File: config.mk
export PLATFORM = sky130hd
export DESIGN_NAME = leq_regs
export DESIGN_NICKNAME = d
export VERILOG_FILES = /design/src/leq_pkg.sv /design/src/leq_regs.sv /design/src/leq_err_cnt.sv /design/src/leq_eq_sel.sv
export SDC_FILE = /design/constraint.sdc
export NUM_CORES = 1
export LEC_CHECK = 0
export BUFFER_PORTS_ARGS = -buffer_cell sky130_fd_sc_hd__buf_2
export CAP_MARGIN = 20
export CORE_MARGIN = 4
export CORE_UTILIZATION = 51
export CTS_BUF_LIST = sky130_fd_sc_hd__clkbuf_8 sky130_fd_sc_hd__clkbuf_16
export CTS_CLUSTER_DIAMETER = 120
export CTS_CLUSTER_SIZE = 25
export DETAILED_ROUTE_END_ITERATION = 8
export HOLD_SLACK_MARGIN = 0.08
export PLACE_DENSITY = 0.76
export SLEW_MARGIN = 40
export SYNTH_ARGS = -nofsm -noshare
export SYNTH_HDL_FRONTEND = slang
export SYNTH_SLANG_ARGS = --single-unit
File: constraint.sdc
create_clock -name clk_i -period 3.55 [get_ports clk_i]
set_clock_uncertainty 0.2 [all_clocks]
set_input_delay 0.5325 -clock clk_i [delete_from_list [all_inputs] [get_ports clk_i]]
set_output_delay 0.5325 -clock clk_i [all_outputs]
set_load 0.02 [all_outputs]
File: src/leq_pkg.sv
package leq_pkg;

  // ----------------------------------------------------------------
  // Register offsets
  // ----------------------------------------------------------------
  localparam logic [7:0] ADDR_EQ_STATE = 8'h3b;
  localparam logic [7:0] ADDR_LINK_ERR = 8'h41;
  localparam logic [7:0] ADDR_BACK_CHAN = 8'h43;
  localparam logic [7:0] ADDR_EQ_MANUAL = 8'h44;
  localparam logic [7:0] ADDR_EQ_FLOOR = 8'h45;
  localparam logic [7:0] ADDR_LOOP_SRC_A = 8'h52;
  localparam logic [7:0] ADDR_LOOP_EN = 8'h56;
  localparam logic [7:0] ADDR_LOOP_SRC_B = 8'h57;
  localparam logic [7:0] ADDR_LOOP_CTL_C = 8'h63;

  // ----------------------------------------------------------------
  // Values after reset
  // ----------------------------------------------------------------
  localparam logic [7:0] RST_LINK_ERR = 8'h03;
  localparam logic [7:0] RST_BACK_CHAN = 8'h00;
  localparam logic [7:0] RST_EQ_MANUAL = 8'h60;
  localparam logic [7:0] RST_EQ_FLOOR = 8'h88;
  localparam logic [7:0] RST_LOOP = 8'h00;

  // ----------------------------------------------------------------
  // Field positions and codes
  // ----------------------------------------------------------------
  localparam int ERR_EN_BIT = 4;
  localparam int ERR_THR_LSB = 0;
  localparam int BC_MODE_LSB = 0;
  localparam int BC_POL_BIT = 3;
  localparam int BC_MISO_BIT = 4;
  localparam int EQ_BYPASS_BIT = 0;
  localparam int EQ_LOW_LSB = 1;
  localparam int EQ_HIGH_LSB = 5;
  localparam int EQ_FLOOR_LSB = 0;
  localparam int LOOP_SRC_BIT = 7;
  localparam int LOOP_EN_BIT = 3;
  localparam int LOOP_FIELD_LSB = 1;
  localparam logic [1:0] LOOP_FIELD_FIRST = 2'h1;
  localparam logic [1:0] LOOP_FIELD_SECOND = 2'h2;

  typedef enum logic [2:0] {
    BC_PIN_NORMAL = 3'h0,
    BC_PIN_FAST1 = 3'h1,
    BC_PIN_FAST2 = 3'h2,
    BC_PIN_FAST4 = 3'h3,
    BC_SPI_FWD_NORMAL = 3'h4,
    BC_SPI_REV_NORMAL = 3'h5,
    BC_SPI_FWD_FAST = 3'h6,
    BC_SPI_REV_FAST = 3'h7
  } leq_bc_mode_t;

  typedef struct packed {
    logic wr;
    logic rd;
    logic [7:0] addr;
    logic [7:0] wdata;
  } leq_reg_req_t;

  typedef struct packed {
    logic fast;
    logic spi;
    logic reverse;
    logic [2:0] pins;
  } leq_bc_cfg_t;

endpackage

File: src/leq_regs.sv
`timescale 1ns/1ps

// Overview of operation
// - Error counting runs only while enable bit set.
// - Lock drops when error count reaches threshold.
// - Counting disabled: first link error drops lock.
// - Pixel-rate counter watches both clocks and data.
// - Mode 000 normal pins; 001-011 fast 1/2/4.
// - Modes 100-111: forward/reverse SPI, normal/fast.
// - Polarity bit chooses launch and sample edges.
// - Reverse SPI data-out tri-states when deselected only if gate bit 4 is set.
// - Bypass uses manual bits 7-5 as select 5-3.
// - Bypass uses manual bits 3-1 as select 2-0.
// - Adaptation starts from floor, reset eight.
// - Second-port access steers floor writes there.
// - Source bit picks first or second input.
// - Source field 01 first, 10 second.
// - Loop driver active only with enable bit.
// - Second-port access reaches port registers plus shared.
// - Floor applies only with floor-apply control set.
module leq_regs (
  input wire logic clk_i,
  input wire logic rst_i,
  input wire leq_pkg::leq_reg_req_t reg_req_i,
  output logic [7:0] reg_rdata_o,
  output logic reg_rvalid_o,
  input wire logic second_port_access_i,
  input wire logic floor_apply_i,
  input wire logic pix_en_i,
  input wire logic [2:0] link_err_i,
  input wire logic relock_i,
  output logic lock_o,
  input wire logic [5:0] eq_state_p0_i,
  input wire logic [5:0] eq_state_p1_i,
  output logic [5:0] eq_sel_p0_o,
  output logic [5:0] eq_sel_p1_o,
  output logic [3:0] eq_start_p0_o,
  output logic [3:0] eq_start_p1_o,
  output leq_pkg::leq_bc_cfg_t bc_cfg_o,
  output logic spi_launch_rise_o,
  output logic spi_sample_rise_o,
  input wire logic spi_ss_n_i,
  input wire logic spi_miso_data_i,
  output logic spi_miso_o,
  output logic spi_miso_oe_o,
  input wire logic first_link_data_i,
  input wire logic second_link_data_i,
  output logic loop_through_output_o,
  output logic loop_driver_on_o
);

  // ----------------------------------------------------------------
  // Helpers
  // ----------------------------------------------------------------
  function automatic logic wr_hit(leq_pkg::leq_reg_req_t req, logic [7:0] addr);
    return req.wr && (req.addr == addr);
  endfunction

  function automatic leq_pkg::leq_bc_cfg_t bc_decode(logic [2:0] mode);
    leq_pkg::leq_bc_cfg_t cfg;
    cfg = '0;
    case (mode)
      leq_pkg::BC_PIN_NORMAL: cfg.pins = 3'h0;
      leq_pkg::BC_PIN_FAST1:
      begin
        cfg.fast = 1'b1;
        cfg.pins = 3'h1;
      end
      leq_pkg::BC_PIN_FAST2:
      begin
        cfg.fast = 1'b1;
        cfg.pins = 3'h2;
      end
      leq_pkg::BC_PIN_FAST4:
      begin
        cfg.fast = 1'b1;
        cfg.pins = 3'h4;
      end
      leq_pkg::BC_SPI_FWD_NORMAL: cfg.spi = 1'b1;
      leq_pkg::BC_SPI_REV_NORMAL:
      begin
        cfg.spi = 1'b1;
        cfg.reverse = 1'b1;
      end
      leq_pkg::BC_SPI_FWD_FAST:
      begin
        cfg.spi = 1'b1;
        cfg.fast = 1'b1;
      end
      leq_pkg::BC_SPI_REV_FAST:
      begin
        cfg.spi = 1'b1;
        cfg.fast = 1'b1;
        cfg.reverse = 1'b1;
      end
      default: cfg = '0;
    endcase
    return cfg;
  endfunction

  // ----------------------------------------------------------------
  // Register storage
  // ----------------------------------------------------------------
  logic [7:0] link_err_q;
  logic [7:0] back_chan_q;
  logic [7:0] eq_manual_q;
  logic [7:0] eq_floor_p0_q;
  logic [7:0] eq_floor_p1_q;
  logic [7:0] loop_src_a_q;
  logic [7:0] loop_en_q;
  logic [7:0] loop_src_b_q;
  logic [7:0] loop_ctl_c_q;

  wire wr_link_err = wr_hit(reg_req_i, leq_pkg::ADDR_LINK_ERR);
  wire wr_back_chan = wr_hit(reg_req_i, leq_pkg::ADDR_BACK_CHAN);
  wire wr_eq_manual = wr_hit(reg_req_i, leq_pkg::ADDR_EQ_MANUAL);
  wire wr_eq_floor = wr_hit(reg_req_i, leq_pkg::ADDR_EQ_FLOOR);
  wire wr_loop_a = wr_hit(reg_req_i, leq_pkg::ADDR_LOOP_SRC_A);
  wire wr_loop_en = wr_hit(reg_req_i, leq_pkg::ADDR_LOOP_EN);
  wire wr_loop_b = wr_hit(reg_req_i, leq_pkg::ADDR_LOOP_SRC_B);
  wire wr_loop_c = wr_hit(reg_req_i, leq_pkg::ADDR_LOOP_CTL_C);
  // Only the floor register is per port here; all others are shared
  wire wr_floor_p0 = wr_eq_floor && !second_port_access_i;
  wire wr_floor_p1 = wr_eq_floor && second_port_access_i;

  always_ff @(posedge clk_i or posedge rst_i)
  begin
    if (rst_i)
    begin
      link_err_q <= leq_pkg::RST_LINK_ERR;
      back_chan_q <= leq_pkg::RST_BACK_CHAN;
      eq_manual_q <= leq_pkg::RST_EQ_MANUAL;
    end
    else
    begin
      if (wr_link_err)
        link_err_q <= reg_req_i.wdata;
      if (wr_back_chan)
        back_chan_q <= reg_req_i.wdata;
      if (wr_eq_manual)
        eq_manual_q <= reg_req_i.wdata;
    end
  end

  always_ff @(posedge clk_i or posedge rst_i)
  begin
    if (rst_i)
    begin
      eq_floor_p0_q <= leq_pkg::RST_EQ_FLOOR;
      eq_floor_p1_q <= leq_pkg::RST_EQ_FLOOR;
    end
    else
    begin
      if (wr_floor_p0)
        eq_floor_p0_q <= reg_req_i.wdata;
      if (wr_floor_p1)
        eq_floor_p1_q <= reg_req_i.wdata;
    end
  end

  always_ff @(posedge clk_i or posedge rst_i)
  begin
    if (rst_i)
    begin
      loop_src_a_q <= leq_pkg::RST_LOOP;
      loop_en_q <= leq_pkg::RST_LOOP;
      loop_src_b_q <= leq_pkg::RST_LOOP;
      loop_ctl_c_q <= leq_pkg::RST_LOOP;
    end
    else
    begin
      if (wr_loop_a)
        loop_src_a_q <= reg_req_i.wdata;
      if (wr_loop_en)
        loop_en_q <= reg_req_i.wdata;
      if (wr_loop_b)
        loop_src_b_q <= reg_req_i.wdata;
      if (wr_loop_c)
        loop_ctl_c_q <= reg_req_i.wdata;
    end
  end

  // ----------------------------------------------------------------
  // Read path
  // ----------------------------------------------------------------
  // Port-specific reads follow the second-port selection; unmapped reads return zero
  wire [5:0] eq_state_sel = second_port_access_i ? eq_state_p1_i : eq_state_p0_i;
  wire [7:0] floor_sel = second_port_access_i ? eq_floor_p1_q : eq_floor_p0_q;
  wire [7:0] rd_mux =
    (reg_req_i.addr == leq_pkg::ADDR_EQ_STATE) ? {2'h0, eq_state_sel} :
    (reg_req_i.addr == leq_pkg::ADDR_LINK_ERR) ? link_err_q :
    (reg_req_i.addr == leq_pkg::ADDR_BACK_CHAN) ? back_chan_q :
    (reg_req_i.addr == leq_pkg::ADDR_EQ_MANUAL) ? eq_manual_q :
    (reg_req_i.addr == leq_pkg::ADDR_EQ_FLOOR) ? floor_sel :
    (reg_req_i.addr == leq_pkg::ADDR_LOOP_SRC_A) ? loop_src_a_q :
    (reg_req_i.addr == leq_pkg::ADDR_LOOP_EN) ? loop_en_q :
    (reg_req_i.addr == leq_pkg::ADDR_LOOP_SRC_B) ? loop_src_b_q :
    (reg_req_i.addr == leq_pkg::ADDR_LOOP_CTL_C) ? loop_ctl_c_q : 8'h00;

  always_ff @(posedge clk_i or posedge rst_i)
  begin
    if (rst_i)
    begin
      reg_rdata_o <= 8'h00;
      reg_rvalid_o <= 1'b0;
    end
    else
    begin
      reg_rvalid_o <= reg_req_i.rd;
      if (reg_req_i.rd)
        reg_rdata_o <= rd_mux;
    end
  end

  // ----------------------------------------------------------------
  // Link error counter
  // ----------------------------------------------------------------
  logic [3:0] err_count;

  leq_err_cnt u_err_cnt (
    .clk_i(clk_i),
    .rst_i(rst_i),
    .pix_en_i(pix_en_i),
    .link_err_i(link_err_i),
    .count_en_i(link_err_q[leq_pkg::ERR_EN_BIT]),
    .threshold_i(link_err_q[leq_pkg::ERR_THR_LSB +: 4]),
    .relock_i(relock_i),
    .lock_o(lock_o),
    .count_o(err_count)
  );

  // ----------------------------------------------------------------
  // Equalizer selection, one instance per input port
  // ----------------------------------------------------------------
  wire eq_bypass = eq_manual_q[leq_pkg::EQ_BYPASS_BIT];
  wire [5:0] eq_manual = {eq_manual_q[leq_pkg::EQ_HIGH_LSB +: 3],
                          eq_manual_q[leq_pkg::EQ_LOW_LSB +: 3]};

  leq_eq_sel u_eq_p0 (
    .clk_i(clk_i),
    .rst_i(rst_i),
    .bypass_i(eq_bypass),
    .manual_i(eq_manual),
    .adaptive_i(eq_state_p0_i),
    .floor_i(eq_floor_p0_q[leq_pkg::EQ_FLOOR_LSB +: 4]),
    .floor_apply_i(floor_apply_i),
    .eq_sel_o(eq_sel_p0_o),
    .start_o(eq_start_p0_o)
  );

  leq_eq_sel u_eq_p1 (
    .clk_i(clk_i),
    .rst_i(rst_i),
    .bypass_i(eq_bypass),
    .manual_i(eq_manual),
    .adaptive_i(eq_state_p1_i),
    .floor_i(eq_floor_p1_q[leq_pkg::EQ_FLOOR_LSB +: 4]),
    .floor_apply_i(floor_apply_i),
    .eq_sel_o(eq_sel_p1_o),
    .start_o(eq_start_p1_o)
  );

  // ----------------------------------------------------------------
  // Back channel and SPI pin control
  // ----------------------------------------------------------------
  wire leq_pkg::leq_bc_cfg_t bc_cfg_d =
    bc_decode(back_chan_q[leq_pkg::BC_MODE_LSB +: 3]);
  wire spi_pol = back_chan_q[leq_pkg::BC_POL_BIT];
  wire miso_gate = back_chan_q[leq_pkg::BC_MISO_BIT];
  // Data-out is only an output in reverse tunnelling; otherwise it stays released
  wire miso_oe_d = bc_cfg_d.spi && bc_cfg_d.reverse && (!miso_gate || !spi_ss_n_i);

  always_ff @(posedge clk_i or posedge rst_i)
  begin
    if (rst_i)
    begin
      bc_cfg_o <= '0;
      spi_launch_rise_o <= 1'b0;
      spi_sample_rise_o <= 1'b1;
      spi_miso_o <= 1'b0;
      spi_miso_oe_o <= 1'b0;
    end
    else
    begin
      bc_cfg_o <= bc_cfg_d;
      spi_launch_rise_o <= spi_pol;
      spi_sample_rise_o <= !spi_pol;
      spi_miso_o <= spi_miso_data_i;
      spi_miso_oe_o <= miso_oe_d;
    end
  end

  // ----------------------------------------------------------------
  // Loop-through output
  // ----------------------------------------------------------------
  wire loop_second = loop_src_a_q[leq_pkg::LOOP_SRC_BIT];
  wire [1:0] loop_field = loop_src_b_q[leq_pkg::LOOP_FIELD_LSB +: 2];
  // A field that disagrees with the source bit mutes the data rather than guess
  wire loop_agree = loop_second ? (loop_field == leq_pkg::LOOP_FIELD_SECOND)
                                : (loop_field == leq_pkg::LOOP_FIELD_FIRST);
  wire loop_data_d = loop_agree &&
    (loop_second ? second_link_data_i : first_link_data_i);
  wire loop_on_d = loop_en_q[leq_pkg::LOOP_EN_BIT];

  always_ff @(posedge clk_i or posedge rst_i)
  begin
    if (rst_i)
    begin
      loop_through_output_o <= 1'b0;
      loop_driver_on_o <= 1'b0;
    end
    else
    begin
      loop_through_output_o <= loop_data_d && loop_on_d;
      loop_driver_on_o <= loop_on_d;
    end
  end
endmodule

File: src/leq_err_cnt.sv
`timescale 1ns/1ps
module leq_err_cnt (
  input wire logic clk_i,
  input wire logic rst_i,
  input wire logic pix_en_i,
  input wire logic [2:0] link_err_i,
  input wire logic count_en_i,
  input wire logic [3:0] threshold_i,
  input wire logic relock_i,
  output logic lock_o,
  output logic [3:0] count_o
);

  logic [3:0] cnt_q;
  logic lock_q;
  wire any_err = |link_err_i;
  wire [3:0] cnt_inc = (cnt_q == 4'hf) ? cnt_q : cnt_q + 4'h1;
  // A zero threshold behaves like the disabled case: the first error drops lock
  wire thr_hit = count_en_i ? (cnt_inc >= threshold_i) : 1'b1;
  wire err_evt = pix_en_i && any_err && lock_q;

  always_ff @(posedge clk_i or posedge rst_i)
  begin
    if (rst_i)
    begin
      cnt_q <= 4'h0;
      lock_q <= 1'b0;
    end
    else if (relock_i)
    begin
      cnt_q <= 4'h0;
      lock_q <= 1'b1;
    end
    else if (err_evt)
    begin
      cnt_q <= count_en_i ? cnt_inc : cnt_q;
      lock_q <= !thr_hit;
    end
  end

  assign lock_o = lock_q;
  assign count_o = cnt_q;
endmodule

File: src/leq_eq_sel.sv
`timescale 1ns/1ps
module leq_eq_sel (
  input wire logic clk_i,
  input wire logic rst_i,
  input wire logic bypass_i,
  input wire logic [5:0] manual_i,
  input wire logic [5:0] adaptive_i,
  input wire logic [3:0] floor_i,
  input wire logic floor_apply_i,
  output logic [5:0] eq_sel_o,
  output logic [3:0] start_o
);

  always_ff @(posedge clk_i or posedge rst_i)
  begin
    if (rst_i)
    begin
      eq_sel_o <= 6'h00;
      start_o <= 4'h0;
    end
    else
    begin
      eq_sel_o <= bypass_i ? manual_i : adaptive_i;
      start_o <= floor_apply_i ? floor_i : 4'h0;
    end
  end
endmodule

# Word level (Yosys, flattened, before mapping)
# Index checks and enable logic that the tools add are counted.
# op_classes
magnitude_cmp	1
eq_ne	19
addsub	1
mux	28
reduce_logical	29
# op_table
operator	count
2-to-1 mux 8 bit	10
== test 8 x 7 -> 1 bit, second input constant	8
2-to-1 mux 4 bit	6
2-to-1 mux 6 bit	3
logical AND 1 bit	16
== test 3 bit, second input constant	4
case mux 3 bit (3 select lines)	1
== test 8 x 6 -> 1 bit, second input constant	1
2-to-1 mux 1 bit	8
== test 3 x 2 -> 1 bit, second input constant	2
zero test 1 bit	5
OR reduction 5 bit	1
adder 4 x 1 -> 4 bit, second input constant	1
== test 4 bit, second input constant	1
greater-or-equal comparator 4 bit	1
nonzero test 2 bit	2
OR reduction 4 bit	1
== test 3 x 1 -> 1 bit, second input constant	1
OR reduction 3 bit	1
== test 2 x 1 -> 1 bit, second input constant	1
== test 2 bit, second input constant	1
AND reduction 2 bit	1
OR reduction 2 bit	1
logical OR 1 bit	1
# word_totals
register_bits	118
input_bits	43
output_inout_bits	42
elab_cells	105

# Longest topological paths before layout
# logic_depth
depth_word	10
ltp_mapped	9
depth_no_buf	9

# By module
# Synthesis repeated with hierarchy kept, for this count alone.
# unflattened
hier_cells	455
area_unflattened_um2	5660.4
# by_module_without_submodules
module	cells_per_inst	seq_area_each_um2	area_per_inst_um2	instances
leq_regs	368	2338.5	4499.3	1
leq_eq_sel	22	250.2	380.4	2
leq_err_cnt	43	125.1	400.4	1

# Worst setup path before layout
# Ideal clock, no wire load.
# synth_timing
kind	input to register
from	in reg_req_i[15] in the netlist's numbering
to	reg eq_floor_p0_q[0]
t_required_ns	3.225
n_path_buf	1
cell_stages	6
slack_ns	1.180
setup_ns	0.125
arrival_ns	2.045
cell_sequence	or4b_1 -> buf_2 -> nor3_4 -> nand3_2 -> nor2_4 -> mux2_2
# synth_via
elab_chain_len	3
# synth_lines
element	line	source
start: declaration	leq_regs.sv:24	input wire leq_pkg::leq_reg_req_t reg_req_i,
== test 8 x 7 -> 1 bit	leq_regs.sv:56	return req.wr && (req.addr == addr);
logical AND 1 bit	leq_regs.sv:56	
logical AND 1 bit	leq_regs.sv:123	wire wr_floor_p0 = wr_eq_floor && !second_port_access_i;
end signal: assignment	leq_regs.sv:149	eq_floor_p0_q <= leq_pkg::RST_EQ_FLOOR;
end signal: assignment	leq_regs.sv:155	eq_floor_p0_q <= reg_req_i.wdata;
end: declaration	leq_regs.sv:107	logic [7:0] eq_floor_p0_q;
# Every way passes these cells.
# A chain may end at the register's enable or synchronous reset.

# Worst setup path in the final report
# layout_timing
from	in reg_req_i[15] in the netlist's numbering
to	reg reg_rdata_o[2]
# layout_via
elab_chain_len	10
word_cells_on_any_way	18
classes_between	9 x eq/ne; 9 x mux
# layout_lines
element	line	source
== test 8 x 7 -> 1 bit	leq_regs.sv:198	(reg_req_i.addr == leq_pkg::ADDR_LOOP_CTL_C) ? loop_ctl_c_q : 8'h00;
2-to-1 mux 8 bit	leq_regs.sv:198	
2-to-1 mux 8 bit	leq_regs.sv:197	(reg_req_i.addr == leq_pkg::ADDR_LOOP_SRC_B) ? loop_src_b_q :
2-to-1 mux 8 bit	leq_regs.sv:196	(reg_req_i.addr == leq_pkg::ADDR_LOOP_EN) ? loop_en_q :
2-to-1 mux 8 bit	leq_regs.sv:195	(reg_req_i.addr == leq_pkg::ADDR_LOOP_SRC_A) ? loop_src_a_q :
2-to-1 mux 8 bit	leq_regs.sv:194	(reg_req_i.addr == leq_pkg::ADDR_EQ_FLOOR) ? floor_sel :
2-to-1 mux 8 bit	leq_regs.sv:193	(reg_req_i.addr == leq_pkg::ADDR_EQ_MANUAL) ? eq_manual_q :
2-to-1 mux 8 bit	leq_regs.sv:192	(reg_req_i.addr == leq_pkg::ADDR_BACK_CHAN) ? back_chan_q :
2-to-1 mux 8 bit	leq_regs.sv:191	(reg_req_i.addr == leq_pkg::ADDR_LINK_ERR) ? link_err_q :
2-to-1 mux 8 bit (*)	leq_regs.sv:190	(reg_req_i.addr == leq_pkg::ADDR_EQ_STATE) ? {2'h0, eq_state_sel} :
end signal: assignment	leq_regs.sv:211	reg_rdata_o <= rd_mux;
end: declaration	leq_regs.sv:25	output logic [7:0] reg_rdata_o,
# Mark *: on every way between the ends. The rest lies on a longest branch, timed or not.

==> results.ini <==
[outcome]
status = finished clean

[cts]
root_buffer = clkbuf_8
clock_latency_ns = 0.53
cts_tree = built
h-tree-depth = 4
clkTransAtPathRegs_ns = 0.06
cts_resized = 0
cts_made_buffers = 17
postCtsSetupBuffers = 0
clk_path_buf_depth = 2
cts.sinks = 118

[global_route]
antenna_found_initial = 1
grt_max_degree = 42
grt_pass1_vias = 4398
grt_pass1_wl_mm = 23.6
overflow = 0
grt_use_total_pct = 24.1

[yosys]
synth-main-ff-cell = dfrtp_1
yosysMostFrequentCell = dfrtp_1
yosysSeqAreaShare_pct = 53.5
yosysTopAreaCellShare_pct = 49.3
synthCells = 462
yosys_register_bits = 118
synth_area_um2 = 5540
async_flop_share_pct = 100
syn-num-nets = 510
synth_top_area_cell = dfrtp_1
synth_area_per_cell_um2 = 12.0
yosys-top-cells-count = 109 x dfrtp_1, 75 x mux2_2, 27 x nand2_1
synthDistinctLibCells = 61
synth.area.top_cells = dfrtp_1 49%, mux2_2 15%, dfstp_2 4.3%
synth_edf_count = 0
ys_warn_count = 0

[drt]
first_iter_violations = 462
first_pass_iters = 5
via_per_inst = 6.07
drc = 0
vias = 4328
wl_mm = 14.6
wl_per_cell_um = 20.5
ant_nets = 0

[setup_path]
cp_max_fo = 7
start_kind = input pin
regToRegSetupSlack_ns = 1.15
startpoint = reg_req_i[15]
r2r-start = u_err_cnt.count_o[0]$_DFFE_PP0P_
cp.required_ns = 3.78
critical_path_arrival_ns = 2.66
cp-end-kind = flop
path_class = in2reg

[min_path]
min-delay-path-class = in2reg
hp-start = second_link_data_i

[sta]
finalMaxSlewViolations = 0
finalSetupViolations = 0
setup-tns-final_ns = 0
fin_crit_sh_pct = 68.4
max_freq_ghz = 0.412
rsz0062_at_grt = no
fin_crit_ns = 2.43
slew_headroom_pct = 36.3
hold_violations = 0
tightest_slew_ns = 0.931

[flow_run]
max_cap_viol_count = 0

[floorplanning]
die-area_um2 = 12600
core-area_um2 = 10500
ioPinCount = 85
die_h_um = 112
start_util_pct = 52.9
die_x_um = 112
fp-row-count = 37

[pwr]
ir_worst_vdd_mv = 0.408
powerDensity_nw_per_um2 = 524
p_leak_nw = 3.44

[layout]
nets = 612
drive_gt1_share_pct = 37.3
finalInstanceArea_um2 = 6940
fillers = 754
num_antenna_cells = 0
syn2layout_area_growth_pct = 25.5

[place]
dpl.hpwl_mm = 9.72
dpl-instance-area_um2 = 6090
gp_congestion = 0.950
numPortBuffers = 84

==> power breakdown <==
group	internal [W]	switching (W)	total [W]
Sequential	0.00140	0.0000361	0.00144
Combinational	0.000101	0.000152	0.000253
Clock	0.00131	0.000641	0.00195
Total	0.00281	0.000829	0.00364
==> what timing repair did <==
action	CTS	global route
setup endpoints to repair	0	0
endpoints found under the hold margin	53	0
hold buffers	16	0
==> area by class of cell <==
cell class | instances | area, µm² | share of cell area, %
Timing Repair Buffer | 104 | 648 | 9.33
Sequential cell | 118 | 2960 | 42.7
Clock inverter | 14 | 248 | 3.57
Clock buffer | 18 | 428 | 6.16
Multi-Input combinational cell | 298 | 2390 | 34.4
Inverter | 25 | 97.6 | 1.41
Tap cell | 136 | 170 | 2.45
==> cells by family after synthesis <==
kind of cell | Yosys count | share of synthesized area, %
XOR/XNOR | 2 | 0.317
flip-flops | 118 | 53.5
AO/OA/AOI/OAI | 100 | 13.0
AND/OR/NAND/NOR | 104 | 11.1
multiplexers | 87 | 17.4
adder cells (fa/ha/maj) | 5 | 1.13
buffers and inverters | 46 | 3.46
==> worst max-delay path, cell delays in order <==
cell and delay (ns):
buf_2 0.14, or4b_1 0.69, a2111oi_0 0.79, o32ai_1 0.29, o221ai_1 0.23
==> layer usage <==
metal	up-vias	global-route usage [%]	share of wire (%)
met3	44	7.01	8.3
met2	222	38.0	48
met4	2	11.1	3.5
li1	1906	-	-
met5	-	0	0.12
met1	2154	30.9	40
==> sequential cells by signal (all words and copies together), names as in the netlist <==
register	cells
u_eq_p1.start_o	4
link_err_q	8
spi_launch_rise_o	1
bc_cfg_o	6
loop_src_a_q	8
spi_miso_o	1
u_eq_p1.eq_sel_o	6
eq_manual_q	8
u_eq_p0.start_o	4
loop_ctl_c_q	8
eq_floor_p0_q	8
eq_floor_p1_q	8
u_err_cnt.lock_o	1
reg_rvalid_o	1
spi_miso_oe_o	1
loop_driver_on_o	1
loop_through_output_o	1
u_err_cnt.count_o	4
u_eq_p0.eq_sel_o	6
back_chan_q	8
loop_en_q	8
reg_rdata_o	8
spi_sample_rise_o	1
loop_src_b_q	8
==> through the flow <==
| step | setup WS [ns] | std cells | util, % | total power [W] | hold WS (ns) |
|---|---|---|---|---|---|
| 6_report | 1.12 | 713 | 66.4 | 0.00364 | 0.107 |
| 5_1_grt | 1.03 | 713 | 66.4 | 0.00376 | 0.0938 |
| 4_1_cts | 1.14 | 712 | 66.2 | 0.00365 | 0.0901 |
| 3_5_place_dp | 0.722 | 664 | 58.2 | 0.00169 | 0.239 |
| 3_3_place_gp | 0.776 | 664 | 58.2 | 0.00168 | 0.230 |
| 2_1_floorplan | 1.18 | 462 | - | 0.00159 | 0.184 |
==> worst paths after layout <==
kind                            depth (start not counted)                         endpoint
worst max register to register                          8     u_err_cnt.lock_o$_DFFE_PP0P_
worst min-delay path                                    3  loop_through_output_o$_DFF_PP0_
min in group asynchronous                               3          spi_miso_oe_o$_DFF_PP0_
max in group asynchronous                               4        link_err_q[0]$_DFFE_PP1P_
worst min register to register                          0       loop_driver_on_o$_DFF_PP0_
worst max-delay path                                    5       reg_rdata_o[2]$_DFFE_PP0P_
==> cells in the final DEF (no fill, tap or decap), types with 6 or more instances in the layout <==
cell type,synthesis,final
o21a_1,6,6
o2111ai_1,6,6
mux2i_1,12,12
dlygate4sd3_1,0,16
nand2_1,27,27
clkbuf_16,0,16
nor2_1,21,21
a21oi_1,10,10
dfrtp_1,109,109
bufinv_16,0,6
and2_1,11,11
inv_1,25,24
mux2_2,75,75
dfstp_2,9,9
buf_2,12,84
o21ai_0,25,25
nand3_1,7,7
Power figures use the tool's default switching activity.
